===== src/pkg/conv_pkg.sv =====
// Shared constants and types for the converter control block
package conv_pkg;

    // Register byte offsets
    localparam logic [7:0] CTRL_OFS   = 8'h00;
    localparam logic [7:0] CFG_OFS    = 8'h04;
    localparam logic [7:0] CHAN_OFS   = 8'h08;
    localparam logic [7:0] PAIR_OFS   = 8'h0c;
    localparam logic [7:0] RES_HI_OFS = 8'h10;
    localparam logic [7:0] RES_LO_OFS = 8'h14;

    // Control register bit positions
    localparam int EN_BIT   = 7;
    localparam int TM_BIT   = 6;
    localparam int DONE_BIT = 5;
    localparam int BUSY_BIT = 4;
    localparam int CMHI_BIT = 3;
    localparam int CMLO_BIT = 2;
    localparam int LJ_BIT   = 0;

    // Config register fields: divider [15:8], gain [2:0]
    localparam int DIV_LSB  = 8;
    localparam int GAIN_LSB = 0;

    // Reset values
    localparam logic [7:0] DIV_RST  = 8'hff;
    localparam logic [2:0] GAIN_RST = 3'h0;

    // Gain codes; 3'h0 is unity
    localparam logic [2:0] GAIN_X1  = 3'h0;
    localparam logic [2:0] GAIN_X2  = 3'h1;
    localparam logic [2:0] GAIN_X4  = 3'h2;
    localparam logic [2:0] GAIN_X8  = 3'h3;
    localparam logic [2:0] GAIN_X16 = 3'h4;
    localparam logic [2:0] GAIN_X05 = 3'h6;

    // Conversion clock limits
    localparam int SYS_CLK_KHZ  = 250000;
    localparam int SAR_MAX_KHZ  = 2500;
    localparam int DIV_MIN      = (SYS_CLK_KHZ + SAR_MAX_KHZ - 1)
                                  / SAR_MAX_KHZ;
    localparam logic [3:0] CONV_TICKS  = 4'hf;
    localparam logic [1:0] TRACK_TICKS = 2'h3;
    localparam logic [3:0] TEMP_CHAN   = 4'h8;

    typedef enum logic [1:0] {
        START_SW  = 2'b00,
        START_T3  = 2'b01,
        START_EXT = 2'b10,
        START_T2  = 2'b11
    } start_mode_t;

    typedef enum logic [1:0] {
        ST_IDLE    = 2'b00,
        ST_TRACK   = 2'b01,
        ST_CONVERT = 2'b10
    } conv_state_t;

endpackage : conv_pkg


===== src/rtl/conv_tick_gen.sv =====
// Conversion clock tick generator divided from the system clock
`timescale 1ns/1ns
module conv_tick_gen
    import conv_pkg::*;
(
    input  wire logic       clock_i,
    input  wire logic       rst_n_i,
    input  wire logic       restart_i,
    input  wire logic [7:0] div_i,
    output logic            tick_o
);
    typedef struct packed {
        logic [7:0] cnt;
        logic       tick;
    } tick_state_t;

    tick_state_t s_reg, s_next;
    logic [7:0]  div_eff;

    always_comb begin
        // Clamp keeps the rate within the converter limit
        div_eff = (div_i < 8'(DIV_MIN)) ? 8'(DIV_MIN) : div_i;
        s_next = s_reg;
        s_next.tick = 1'b0;
        if (restart_i) begin
            s_next.cnt = div_eff - 8'h01;
        end else if (s_reg.cnt == 8'h00) begin
            s_next.cnt  = div_eff - 8'h01;
            s_next.tick = 1'b1;
        end else begin
            s_next.cnt = s_reg.cnt - 8'h01;
        end
    end

    always_ff @(posedge clock_i or negedge rst_n_i) begin
        if (!rst_n_i) begin
            s_reg <= '0;
        end else begin
            s_reg <= s_next;
        end
    end

    assign tick_o = s_reg.tick;
endmodule : conv_tick_gen


===== src/rtl/conv_trigger_sel.sv =====
// Start-of-conversion source selection and edge detection
`timescale 1ns/1ns
module conv_trigger_sel
    import conv_pkg::*;
(
    input  wire logic       clock_i,
    input  wire logic       rst_n_i,
    input  wire logic [1:0] mode_i,
    input  wire logic       sw_start_i,
    input  wire logic       timer3_ovf_i,
    input  wire logic       timer2_ovf_i,
    input  wire logic       ext_convert_start_i,
    output logic            start_o
);
    typedef struct packed {
        logic ext_prev;
        logic start;
    } trig_state_t;

    trig_state_t s_reg, s_next;

    always_comb begin
        s_next = s_reg;
        s_next.ext_prev = ext_convert_start_i;
        unique case (start_mode_t'(mode_i))
            START_SW:  s_next.start = sw_start_i;
            START_T3:  s_next.start = timer3_ovf_i;
            // Rising edge only; a held-high pin starts once
            START_EXT: s_next.start = ext_convert_start_i &
                                      !s_reg.ext_prev;
            START_T2:  s_next.start = timer2_ovf_i;
        endcase
    end

    always_ff @(posedge clock_i or negedge rst_n_i) begin
        if (!rst_n_i) begin
            s_reg <= '0;
        end else begin
            s_reg <= s_next;
        end
    end

    assign start_o = s_reg.start;
endmodule : conv_trigger_sel


===== src/rtl/conv_ctrl.sv =====
// Successive-approximation converter control with APB registers
//
// The APB interface to the registers and the address map are this design's own decisions.
`timescale 1ns/1ns
module conv_ctrl
    import conv_pkg::*;
(
    input  wire logic        clock_i,
    input  wire logic        rst_n_i,
    input  wire logic        psel_i,
    input  wire logic        penable_i,
    input  wire logic        pwrite_i,
    input  wire logic [7:0]  paddr_i,
    input  wire logic [31:0] pwdata_i,
    output logic [31:0]      prdata_o,
    output logic             pready_o,
    output logic             pslverr_o,
    input  wire logic        timer3_ovf_i,
    input  wire logic        timer2_ovf_i,
    input  wire logic        ext_convert_start_i,
    input  wire logic        chip_sleep_i,
    input  wire logic        cmp_i,
    output logic             analog_en_o,
    output logic             track_o,
    output logic [3:0]       mux_pos_o,
    output logic [3:0]       mux_neg_o,
    output logic             diff_mode_o,
    output logic [2:0]       gain_o,
    output logic [9:0]       dac_code_o,
    output logic             conv_busy_o,
    output logic             conv_done_o
);
    typedef struct packed {
        conv_state_t st;
        logic [3:0]  cnt;
        logic [9:0]  dac;
        logic [9:0]  mask;
        logic [9:0]  result;
        logic        conv_diff;
        logic        en;
        logic        tm;
        logic        done;
        logic [1:0]  cm;
        logic        ljst;
        logic [7:0]  div;
        logic [2:0]  gain;
        logic [3:0]  chan;
        logic [3:0]  pair;
        logic [31:0] prdata;
        logic        pready;
        logic        pslverr;
        logic        track;
        logic [3:0]  mux_pos;
        logic [3:0]  mux_neg;
        logic        diff;
        logic        busy;
    } ctrl_state_t;

    ctrl_state_t s_reg, s_next;
    logic        tick;
    logic        start;
    logic        sw_start;
    logic        wr_en;
    logic        busy;
    logic [7:0]  res_hi;
    logic [7:0]  res_lo;

    // Returns 1 when the channel sits in a differential pair
    function automatic logic pair_diff(input logic [3:0] chan,
                                       input logic [3:0] pair);
        if (chan[3]) begin
            pair_diff = 1'b0;
        end else begin
            pair_diff = pair[chan[2:1]];
        end
    endfunction : pair_diff

    assign busy  = s_reg.busy;
    assign wr_en = psel_i & penable_i & pwrite_i & s_reg.pready;
    assign sw_start = wr_en & (paddr_i == CTRL_OFS) &
                      pwdata_i[BUSY_BIT];

    conv_trigger_sel u_trig (
        .clock_i             (clock_i),
        .rst_n_i             (rst_n_i),
        .mode_i              (s_reg.cm),
        .sw_start_i          (sw_start),
        .timer3_ovf_i        (timer3_ovf_i),
        .timer2_ovf_i        (timer2_ovf_i),
        .ext_convert_start_i (ext_convert_start_i),
        .start_o             (start)
    );

    conv_tick_gen u_tick (
        .clock_i   (clock_i),
        .rst_n_i   (rst_n_i),
        .restart_i (start & !busy),
        .div_i     (s_reg.div),
        .tick_o    (tick)
    );

    always_comb begin
        if (s_reg.ljst) begin
            res_hi = s_reg.result[9:2];
            res_lo = {s_reg.result[1:0], 6'h00};
        end else begin
            res_hi = {6'h00, s_reg.result[9:8]};
            res_lo = s_reg.result[7:0];
        end
    end

    always_comb begin
        s_next = s_reg;

        // APB: answer in the first access cycle
        s_next.pready  = psel_i & !penable_i;
        s_next.pslverr = 1'b0;
        if (psel_i & !penable_i) begin
            s_next.prdata = 32'h0000_0000;
            unique case (paddr_i)
                CTRL_OFS: begin
                    s_next.prdata[EN_BIT]   = s_reg.en;
                    s_next.prdata[TM_BIT]   = s_reg.tm;
                    s_next.prdata[DONE_BIT] = s_reg.done;
                    s_next.prdata[BUSY_BIT] = busy;
                    s_next.prdata[CMHI_BIT] = s_reg.cm[1];
                    s_next.prdata[CMLO_BIT] = s_reg.cm[0];
                    s_next.prdata[LJ_BIT]   = s_reg.ljst;
                end
                CFG_OFS: begin
                    s_next.prdata[DIV_LSB +: 8]  = s_reg.div;
                    s_next.prdata[GAIN_LSB +: 3] = s_reg.gain;
                end
                CHAN_OFS:   s_next.prdata[3:0] = s_reg.chan;
                PAIR_OFS:   s_next.prdata[3:0] = s_reg.pair;
                RES_HI_OFS: s_next.prdata[7:0] = res_hi;
                RES_LO_OFS: s_next.prdata[7:0] = res_lo;
                default:    s_next.pslverr = 1'b1;
            endcase
        end

        if (wr_en) begin
            unique case (paddr_i)
                CTRL_OFS: begin
                    s_next.en   = pwdata_i[EN_BIT];
                    s_next.tm   = pwdata_i[TM_BIT];
                    s_next.done = pwdata_i[DONE_BIT];
                    s_next.cm   = {pwdata_i[CMHI_BIT],
                                   pwdata_i[CMLO_BIT]};
                    s_next.ljst = pwdata_i[LJ_BIT];
                end
                CFG_OFS: begin
                    s_next.div  = pwdata_i[DIV_LSB +: 8];
                    s_next.gain = pwdata_i[GAIN_LSB +: 3];
                end
                CHAN_OFS: s_next.chan = pwdata_i[3:0];
                PAIR_OFS: s_next.pair = pwdata_i[3:0];
                default: begin
                end
            endcase
        end

        // Sequencer
        unique case (s_reg.st)
            ST_IDLE: begin
                if (start & s_reg.en) begin
                    s_next.cnt       = 4'h0;
                    s_next.conv_diff = pair_diff(s_reg.chan,
                                                 s_reg.pair);
                    s_next.dac       = 10'h200;
                    s_next.mask      = 10'h200;
                    // External low-power start converts at once
                    if (s_reg.tm && s_reg.cm != START_EXT) begin
                        s_next.st = ST_TRACK;
                    end else begin
                        s_next.st = ST_CONVERT;
                    end
                end
            end
            ST_TRACK: begin
                if (tick) begin
                    s_next.cnt = s_reg.cnt + 4'h1;
                    if (s_reg.cnt[1:0] == TRACK_TICKS - 2'h1) begin
                        s_next.cnt = 4'h0;
                        s_next.st  = ST_CONVERT;
                    end
                end
            end
            ST_CONVERT: begin
                if (tick) begin
                    s_next.cnt = s_reg.cnt + 4'h1;
                    if (s_reg.mask != 10'h000) begin
                        s_next.mask = s_reg.mask >> 1;
                        s_next.dac  = (cmp_i ? s_reg.dac
                                             : s_reg.dac & ~s_reg.mask)
                                      | (s_reg.mask >> 1);
                    end
                    if (s_reg.cnt == CONV_TICKS) begin
                        s_next.st     = ST_IDLE;
                        s_next.result = {s_reg.dac[9] ^
                                         s_reg.conv_diff,
                                         s_reg.dac[8:0]};
                        s_next.done   = 1'b1;
                    end
                end
            end
            default: s_next.st = ST_IDLE;
        endcase

        // Shutdown aborts any conversion in flight
        if (!s_next.en) begin
            s_next.st = ST_IDLE;
        end

        s_next.track = s_next.en & !chip_sleep_i &
            ((s_next.st == ST_TRACK) |
             ((s_next.st == ST_IDLE) &
              (!s_next.tm |
               (s_next.cm == START_EXT & !ext_convert_start_i))));
        s_next.diff    = pair_diff(s_next.chan, s_next.pair);
        s_next.mux_pos = s_next.chan[3] ? TEMP_CHAN
                       : (s_next.diff ? {s_next.chan[3:1], 1'b0}
                                      : s_next.chan);
        s_next.mux_neg = {s_next.chan[3:1], 1'b1};
        s_next.busy    = (s_next.st != ST_IDLE);
    end

    always_ff @(posedge clock_i or negedge rst_n_i) begin
        if (!rst_n_i) begin
            s_reg      <= '0;
            s_reg.st   <= ST_IDLE;
            s_reg.div  <= DIV_RST;
            s_reg.gain <= GAIN_RST;
        end else begin
            s_reg <= s_next;
        end
    end

    // Busy has its own flop, so the pin never glitches
    assign prdata_o    = s_reg.prdata;
    assign pready_o    = s_reg.pready;
    assign pslverr_o   = s_reg.pslverr;
    assign analog_en_o = s_reg.en;
    assign track_o     = s_reg.track;
    assign mux_pos_o   = s_reg.mux_pos;
    assign mux_neg_o   = s_reg.mux_neg;
    assign diff_mode_o = s_reg.diff;
    assign gain_o      = s_reg.gain;
    assign dac_code_o  = s_reg.dac;
    assign conv_busy_o = busy;
    assign conv_done_o = s_reg.done;

    a_disabled_idle: assert property (@(posedge clock_i)
        disable iff (!rst_n_i) !s_reg.en |=> !busy)
        else $error("converter active while disabled");

    a_start_ignored: assert property (@(posedge clock_i)
        disable iff (!rst_n_i)
        busy && start && !tick && s_reg.en
        |=> busy && $stable(s_reg.cnt) && $stable(s_reg.dac))
        else $error("start disturbed a conversion");

    a_busy_fall_done: assert property (@(posedge clock_i)
        disable iff (!rst_n_i)
        $fell(busy) && s_reg.en |-> s_reg.done)
        else $error("done not set at end of conversion");

    a_conv_len: assert property (@(posedge clock_i)
        disable iff (!rst_n_i)
        s_reg.st == ST_CONVERT && s_reg.cnt == CONV_TICKS && tick
        && s_reg.en |=> !busy)
        else $error("conversion did not end on sixteenth tick");

    a_track_start: assert property (@(posedge clock_i)
        disable iff (!rst_n_i)
        s_reg.st == ST_IDLE && start && s_reg.en && s_reg.tm
        && s_reg.cm != START_EXT |=> s_reg.st == ST_TRACK)
        else $error("low-power track phase skipped");

    a_sleep_notrack: assert property (@(posedge clock_i)
        disable iff (!rst_n_i)
        chip_sleep_i |=> !track_o)
        else $error("tracking during sleep");

    a_idle_track: assert property (@(posedge clock_i)
        disable iff (!rst_n_i)
        !chip_sleep_i ##1 (s_reg.en && !s_reg.tm && !busy)
        |-> track_o)
        else $error("not tracking while idle");

    a_temp_select: assert property (@(posedge clock_i)
        disable iff (!rst_n_i)
        s_reg.chan[3] |=> mux_pos_o == TEMP_CHAN
        || $changed(s_reg.chan))
        else $error("temperature sensor not routed");

    a_left_just: assert property (@(posedge clock_i)
        disable iff (!rst_n_i)
        psel_i && !penable_i && paddr_i == RES_LO_OFS && s_reg.ljst
        |=> prdata_o[7:0] == 8'({$past(s_reg.result), 6'h00}))
        else $error("left justified low result wrong");

    c_sw_conv: cover property (@(posedge clock_i)
        disable iff (!rst_n_i) sw_start ##[1:3] busy);
    c_lp_track: cover property (@(posedge clock_i)
        disable iff (!rst_n_i) s_reg.st == ST_TRACK);
    c_diff_done: cover property (@(posedge clock_i)
        disable iff (!rst_n_i) $fell(busy) && s_reg.conv_diff);
endmodule : conv_ctrl


===== config.mk =====
export PLATFORM = sky130hd
export DESIGN_NAME = conv_ctrl
export DESIGN_NICKNAME = d
export VERILOG_FILES = /design/src/pkg/conv_pkg.sv /design/src/rtl/conv_tick_gen.sv /design/src/rtl/conv_trigger_sel.sv /design/src/rtl/conv_ctrl.sv
export SDC_FILE = /design/constraint.sdc
export NUM_CORES = 1
export LEC_CHECK = 0
export ABC_AREA = 1
export BUFFER_PORTS_ARGS = -buffer_cell sky130_fd_sc_hd__buf_2
export CORE_UTILIZATION = 35
export DETAILED_ROUTE_END_ITERATION = 16
export GPL_TIMING_DRIVEN = 0
export HOLD_SLACK_MARGIN = 0.12
export PLACE_DENSITY = 0.54
export SKIP_LAST_GASP = 1
export SLEW_MARGIN = 0
export SYNTH_ARGS = -nofsm -noshare
export SYNTH_HDL_FRONTEND = slang
export SYNTH_SLANG_ARGS = --single-unit
export TNS_END_PERCENT = 1

===== constraint.sdc =====
create_clock -name clock_i -period 3.6 [get_ports clock_i]
set_input_delay 0.36 -clock clock_i [delete_from_list [all_inputs] [get_ports clock_i]]
set_output_delay 0.36 -clock clock_i [all_outputs]
set_load 0.02 [all_outputs]

==> summary by stage <==
Clock tree
Clock-pin slew was measured on the worst setup and hold paths at 70 ps. The clock passes through at most 2 buffers. The CTS H-tree depth is 3. The number of buffers created by CTS is 9. After clock tree synthesis, the setup repair step added 0 buffers. The cell at the root of the clock tree is sky130_fd_sc_hd__clkbuf_16. The clock insertion delay at the later pin of the skew report is approximately 350 ps.

In this run, post-CTS repair resized a total of 0 instances. The tree built by TritonCTS fans out to 98 sinks. The clock tree from TritonCTS is built.

After clock tree synthesis, the flow added hold-fix buffers numbering 1.

Floorplanning
The area enclosed by the die boundary is 16700 um^2. The core footprint is roughly 16000 um^2. The die is 129 um wide. The starting density of the core is 0.357. The die is around 130 um tall. The count of boundary I/O pins is 110. The initialized floorplan defines 46 standard-cell rows.

Routing
The average detailed-routed wire length per instance is 12.7 um. For this run, design rule violations remaining after detail routing come to 1. The number of iterations in the first detailed-routing pass is 10. After detailed routing, the number of vias per cell comes to between 4 and 5. The aggregate routed wire length is between 10 and 15 mm. Once detail routing completed, the nets flagged for antenna violations numbered 0. The number of DRC violations after detailed-routing iteration 0 is 275. The total number of vias is approximately 4700.

Pwr
The static leakage is ~3.5 nW. The share of total power in the clock network is 0.422. IR analysis of the VDD net gives a maximum drop of approximately 0.24 mV. Of the total power, the share spent switching nets is 0.249. Dividing total power by cell area gives a power density of 345 nW/um^2. For this design the total switching power over the nets is 0.575 mW. The share of power burned in registers is 0.493. The combinational group share of total power is 0.086. The internal portion of total power is between 1.5 and 2 mW.

Hold path
The min-delay analysis places its worst path in the category in -> reg.

Critical path
Data arrives at the worst endpoint at between 2000 and 2500 ps. For the worst setup path, the data required time is about 3800 ps. Along the worst path, the maximum fanout reaches 7. The cell seen most often among critical-path stages is sky130_fd_sc_hd__nand2_1. The critical path goes through inv_1, nand3_1, nand2_1, nand2_1, nand2_1, ha_1, nand4_1, o21ai_0, o22ai_1, inv_1.

STA classifies the critical path endpoint as a register. Among all stages on the critical path, the largest delay is contributed by sky130_fd_sc_hd__dfstp_2. The startpoint kind of the worst setup timing path is a register. In this design, the stage delay of the slowest critical-path cell is between 500 and 600 ps. The category of the most critical setup path is reg -> reg.

Global route
The pin count of the biggest net entering global routing is 60. For this run, the total global-route usage over all layers was measured as 0.173. The number of antenna violations at the first check in global routing is 0. The first-pass GRT wire length is between 20 and 25 mm. The number of global-route vias before repair is 4475. The total overflow left after global routing is 0.

Synthesis
In the post-synthesis netlist, the biggest area contributors are sky130_fd_sc_hd__dfrtp_1 (40%), sky130_fd_sc_hd__nand2_1 (15%), sky130_fd_sc_hd__buf_4 (7.2%), sky130_fd_sc_hd__inv_1 (5.2%), sky130_fd_sc_hd__nand3_1 (4.3%). For this run, the number of Yosys warnings is 0. The count of mapped cells out of synthesis is about 740.

The post-synthesis sequential area ratio is 0.436. The average cell area after synthesis is around 7.6 um^2. The number of distinct library cell variants in the gate-level netlist after synthesis is 47. The post-synthesis async set-or-reset flop share is 1.00. In this run the cell area of the synthesized design comes to 5650 um^2. The most used flip-flop cell after synthesis is sky130_fd_sc_hd__dfrtp_1. The cell taking the most area after synthesis is sky130_fd_sc_hd__dfrtp_1. Counting flops with a built-in enable in the synthesized netlist gives 0.

The proportion of netlist area held by the largest area contributor is 0.398. Sorting the synthesized cells by how often they occur yields sky130_fd_sc_hd__nand2_1 (221), sky130_fd_sc_hd__dfrtp_1 (90), sky130_fd_sc_hd__inv_1 (79), sky130_fd_sc_hd__buf_4 (54), sky130_fd_sc_hd__nor2_1 (53). In the post-synthesis netlist, the cell with the most instances is sky130_fd_sc_hd__nand2_1.

The number of flip-flops and latches in the synthesized netlist is between 90 and 100.

Timing
The number of failing hold endpoints at the final stage is 0. The ratio of final minimum period to clock period is 0.525. The highest attainable clock frequency is around 0.53 GHz.

Setup violations remaining at the end of the flow were counted as 0. The transition time at the pin with the least slew margin is around 560 ps. Setup repair after global routing left no endpoint under its margin. The post-layout minimum cycle time is approximately 1900 ps. Measured against its own limit, the worst slew margin works out to 0.625.

On the final layout, the worst clock skew is 6.52 ps. Across all hold checks on the routed design, the worst slack comes to about 130 ps. The number of max-slew violations in the final report is 0. The final sum of negative setup slack is 0 ps.

Placed design
The final weighted congestion in routability-driven placement is between 0.8 and 0.9. After legalization and detailed placement, the total HPWL measured just over 10 mm. Once placement completed, the tool counted placed cells totaling between 1000 and 1500. Buffers placed on the I/O ports in this run total 77.

Cells and area
The number of antenna diodes in the final layout is 0. Once layout is complete, the cells apart from fillers number about 1100. The flip-flop count of the largest register after layout is 45. Summing all multi-input logic gate instances after layout gives between 2000 and 2500 um^2. The layout has about 1700 filler cells. The fraction of layout cells with a size suffix above 1 is 0.230. The flip-flop and latch area is ~2500 um^2.

The number of nets at the end of the flow is 905. The layout overhead on the synthesized area is 18.5%.

Run status
The checks that failed: design-rule violations. The run finished, with violations left.

Job
Max-cap violations in this run came to 0.
==> metal layers <==
layer,routed length (um),up-vias,GRT usage,part of all wire
li1,-,2493,-,-
met1,6780,2130,0.240,0.50
met2,6070,90,0.276,0.45
met3,472,11,0.0297,0.035
met4,170,0,0.0533,0.013
met5,0,-,0,0
==> final timing paths <==
path,cells past startpoint,end,slack (ps),start
min in group asynchronous,2,s_reg[45],550,rst_n_i
hold reg to reg,1,u_trig.start_o,450,u_trig.s_reg[1]
setup / recovery,10,u_tick.s_reg[5],1710,s_reg[58]
hold / removal,1,u_trig.s_reg[1],130,ext_convert_start_i
max in group asynchronous,3,s_reg[62],2340,rst_n_i
setup reg to reg,10,u_tick.s_reg[5],1710,s_reg[58]
==> cells by family after synthesis <==
group                    share of synthesized area
AO/OA/AOI/OAI                                0.107
AND/OR/NAND/NOR                              0.278
XOR/XNOR                                   0.00620
buffers and inverters                        0.144
flip-flops                                   0.436
multiplexers                               0.00376
adder cells (fa/ha/maj)                     0.0244
other                                      0.00133
==> cell type report <==
type / instances / area share
buffer: 69 / 0.0742
clock buffer: 9 / 0.0336
clock inverter: 7 / 0.0105
inverter: 85 / 0.0476
multi-input combinational: 502 / 0.363
sequential: 98 / 0.368
tap: 216 / 0.0403
timing repair buffer: 79 / 0.0635
==> metrics by stage <==
stage                      util  worst slack [ps]  total power, mW  area, um^2
after detailed placement  0.404              1720             1.36        6390
after floorplan               -              1970             1.28        5710
after CTS                 0.423              1710             2.34        6700
after global routing      0.423              1560             2.41        6700
final                     0.423              1710             2.31        6700
after global placement    0.402              1050             1.36        6360
==> power by group through the flow <==
stage	clock network, mW	registers, mW	logic (mW)
4_1_cts	1.00	1.14	0.201
2_1_floorplan	0	1.16	0.121
6_report	0.975	1.14	0.198
5_1_grt	1.04	1.14	0.224
3_5_place_dp	0	1.16	0.200
3_3_place_gp	0	1.16	0.195
==> layout by cell type (no fill, tap or decap), types with 3 or more instances in the layout <==
cell,Yosys,layout
sky130_fd_sc_hd__dfstp_2,8,8
sky130_fd_sc_hd__clkbuf_1,7,7
sky130_fd_sc_hd__o21ai_2,3,3
sky130_fd_sc_hd__o21ai_1,15,15
sky130_fd_sc_hd__clkbuf_16,0,9
sky130_fd_sc_hd__buf_4,54,55
sky130_fd_sc_hd__nand3_1,49,49
sky130_fd_sc_hd__clkinv_2,0,3
sky130_fd_sc_hd__xor2_1,4,4
sky130_fd_sc_hd__a21oi_1,25,25
sky130_fd_sc_hd__ha_1,11,11
sky130_fd_sc_hd__nor2_1,53,53
sky130_fd_sc_hd__nand4_1,5,5
sky130_fd_sc_hd__nor2_2,3,3
sky130_fd_sc_hd__buf_2,3,79
sky130_fd_sc_hd__nor2_4,5,5
sky130_fd_sc_hd__o31ai_1,4,4
sky130_fd_sc_hd__conb_1,2,17
sky130_fd_sc_hd__dfrtp_1,90,90
sky130_fd_sc_hd__nand2_1,221,221
sky130_fd_sc_hd__o21ai_0,49,49
sky130_fd_sc_hd__buf_6,4,4
sky130_fd_sc_hd__nor3_1,7,7
sky130_fd_sc_hd__inv_1,79,79
sky130_fd_sc_hd__nand3_2,3,3
sky130_fd_sc_hd__inv_2,6,6
sky130_fd_sc_hd__nand2_2,4,4
==> critical path: cells and delay by family (launching register included) <==
family,cells,cell delay (ps)
AOI/OAI and AO/OA,2,210
and+or+nand+nor,5,610
adders and majority gates,1,250
DFF,1,540
buffers and inverters,2,160
No activity file was read; power rests on OpenSTA's default activity.
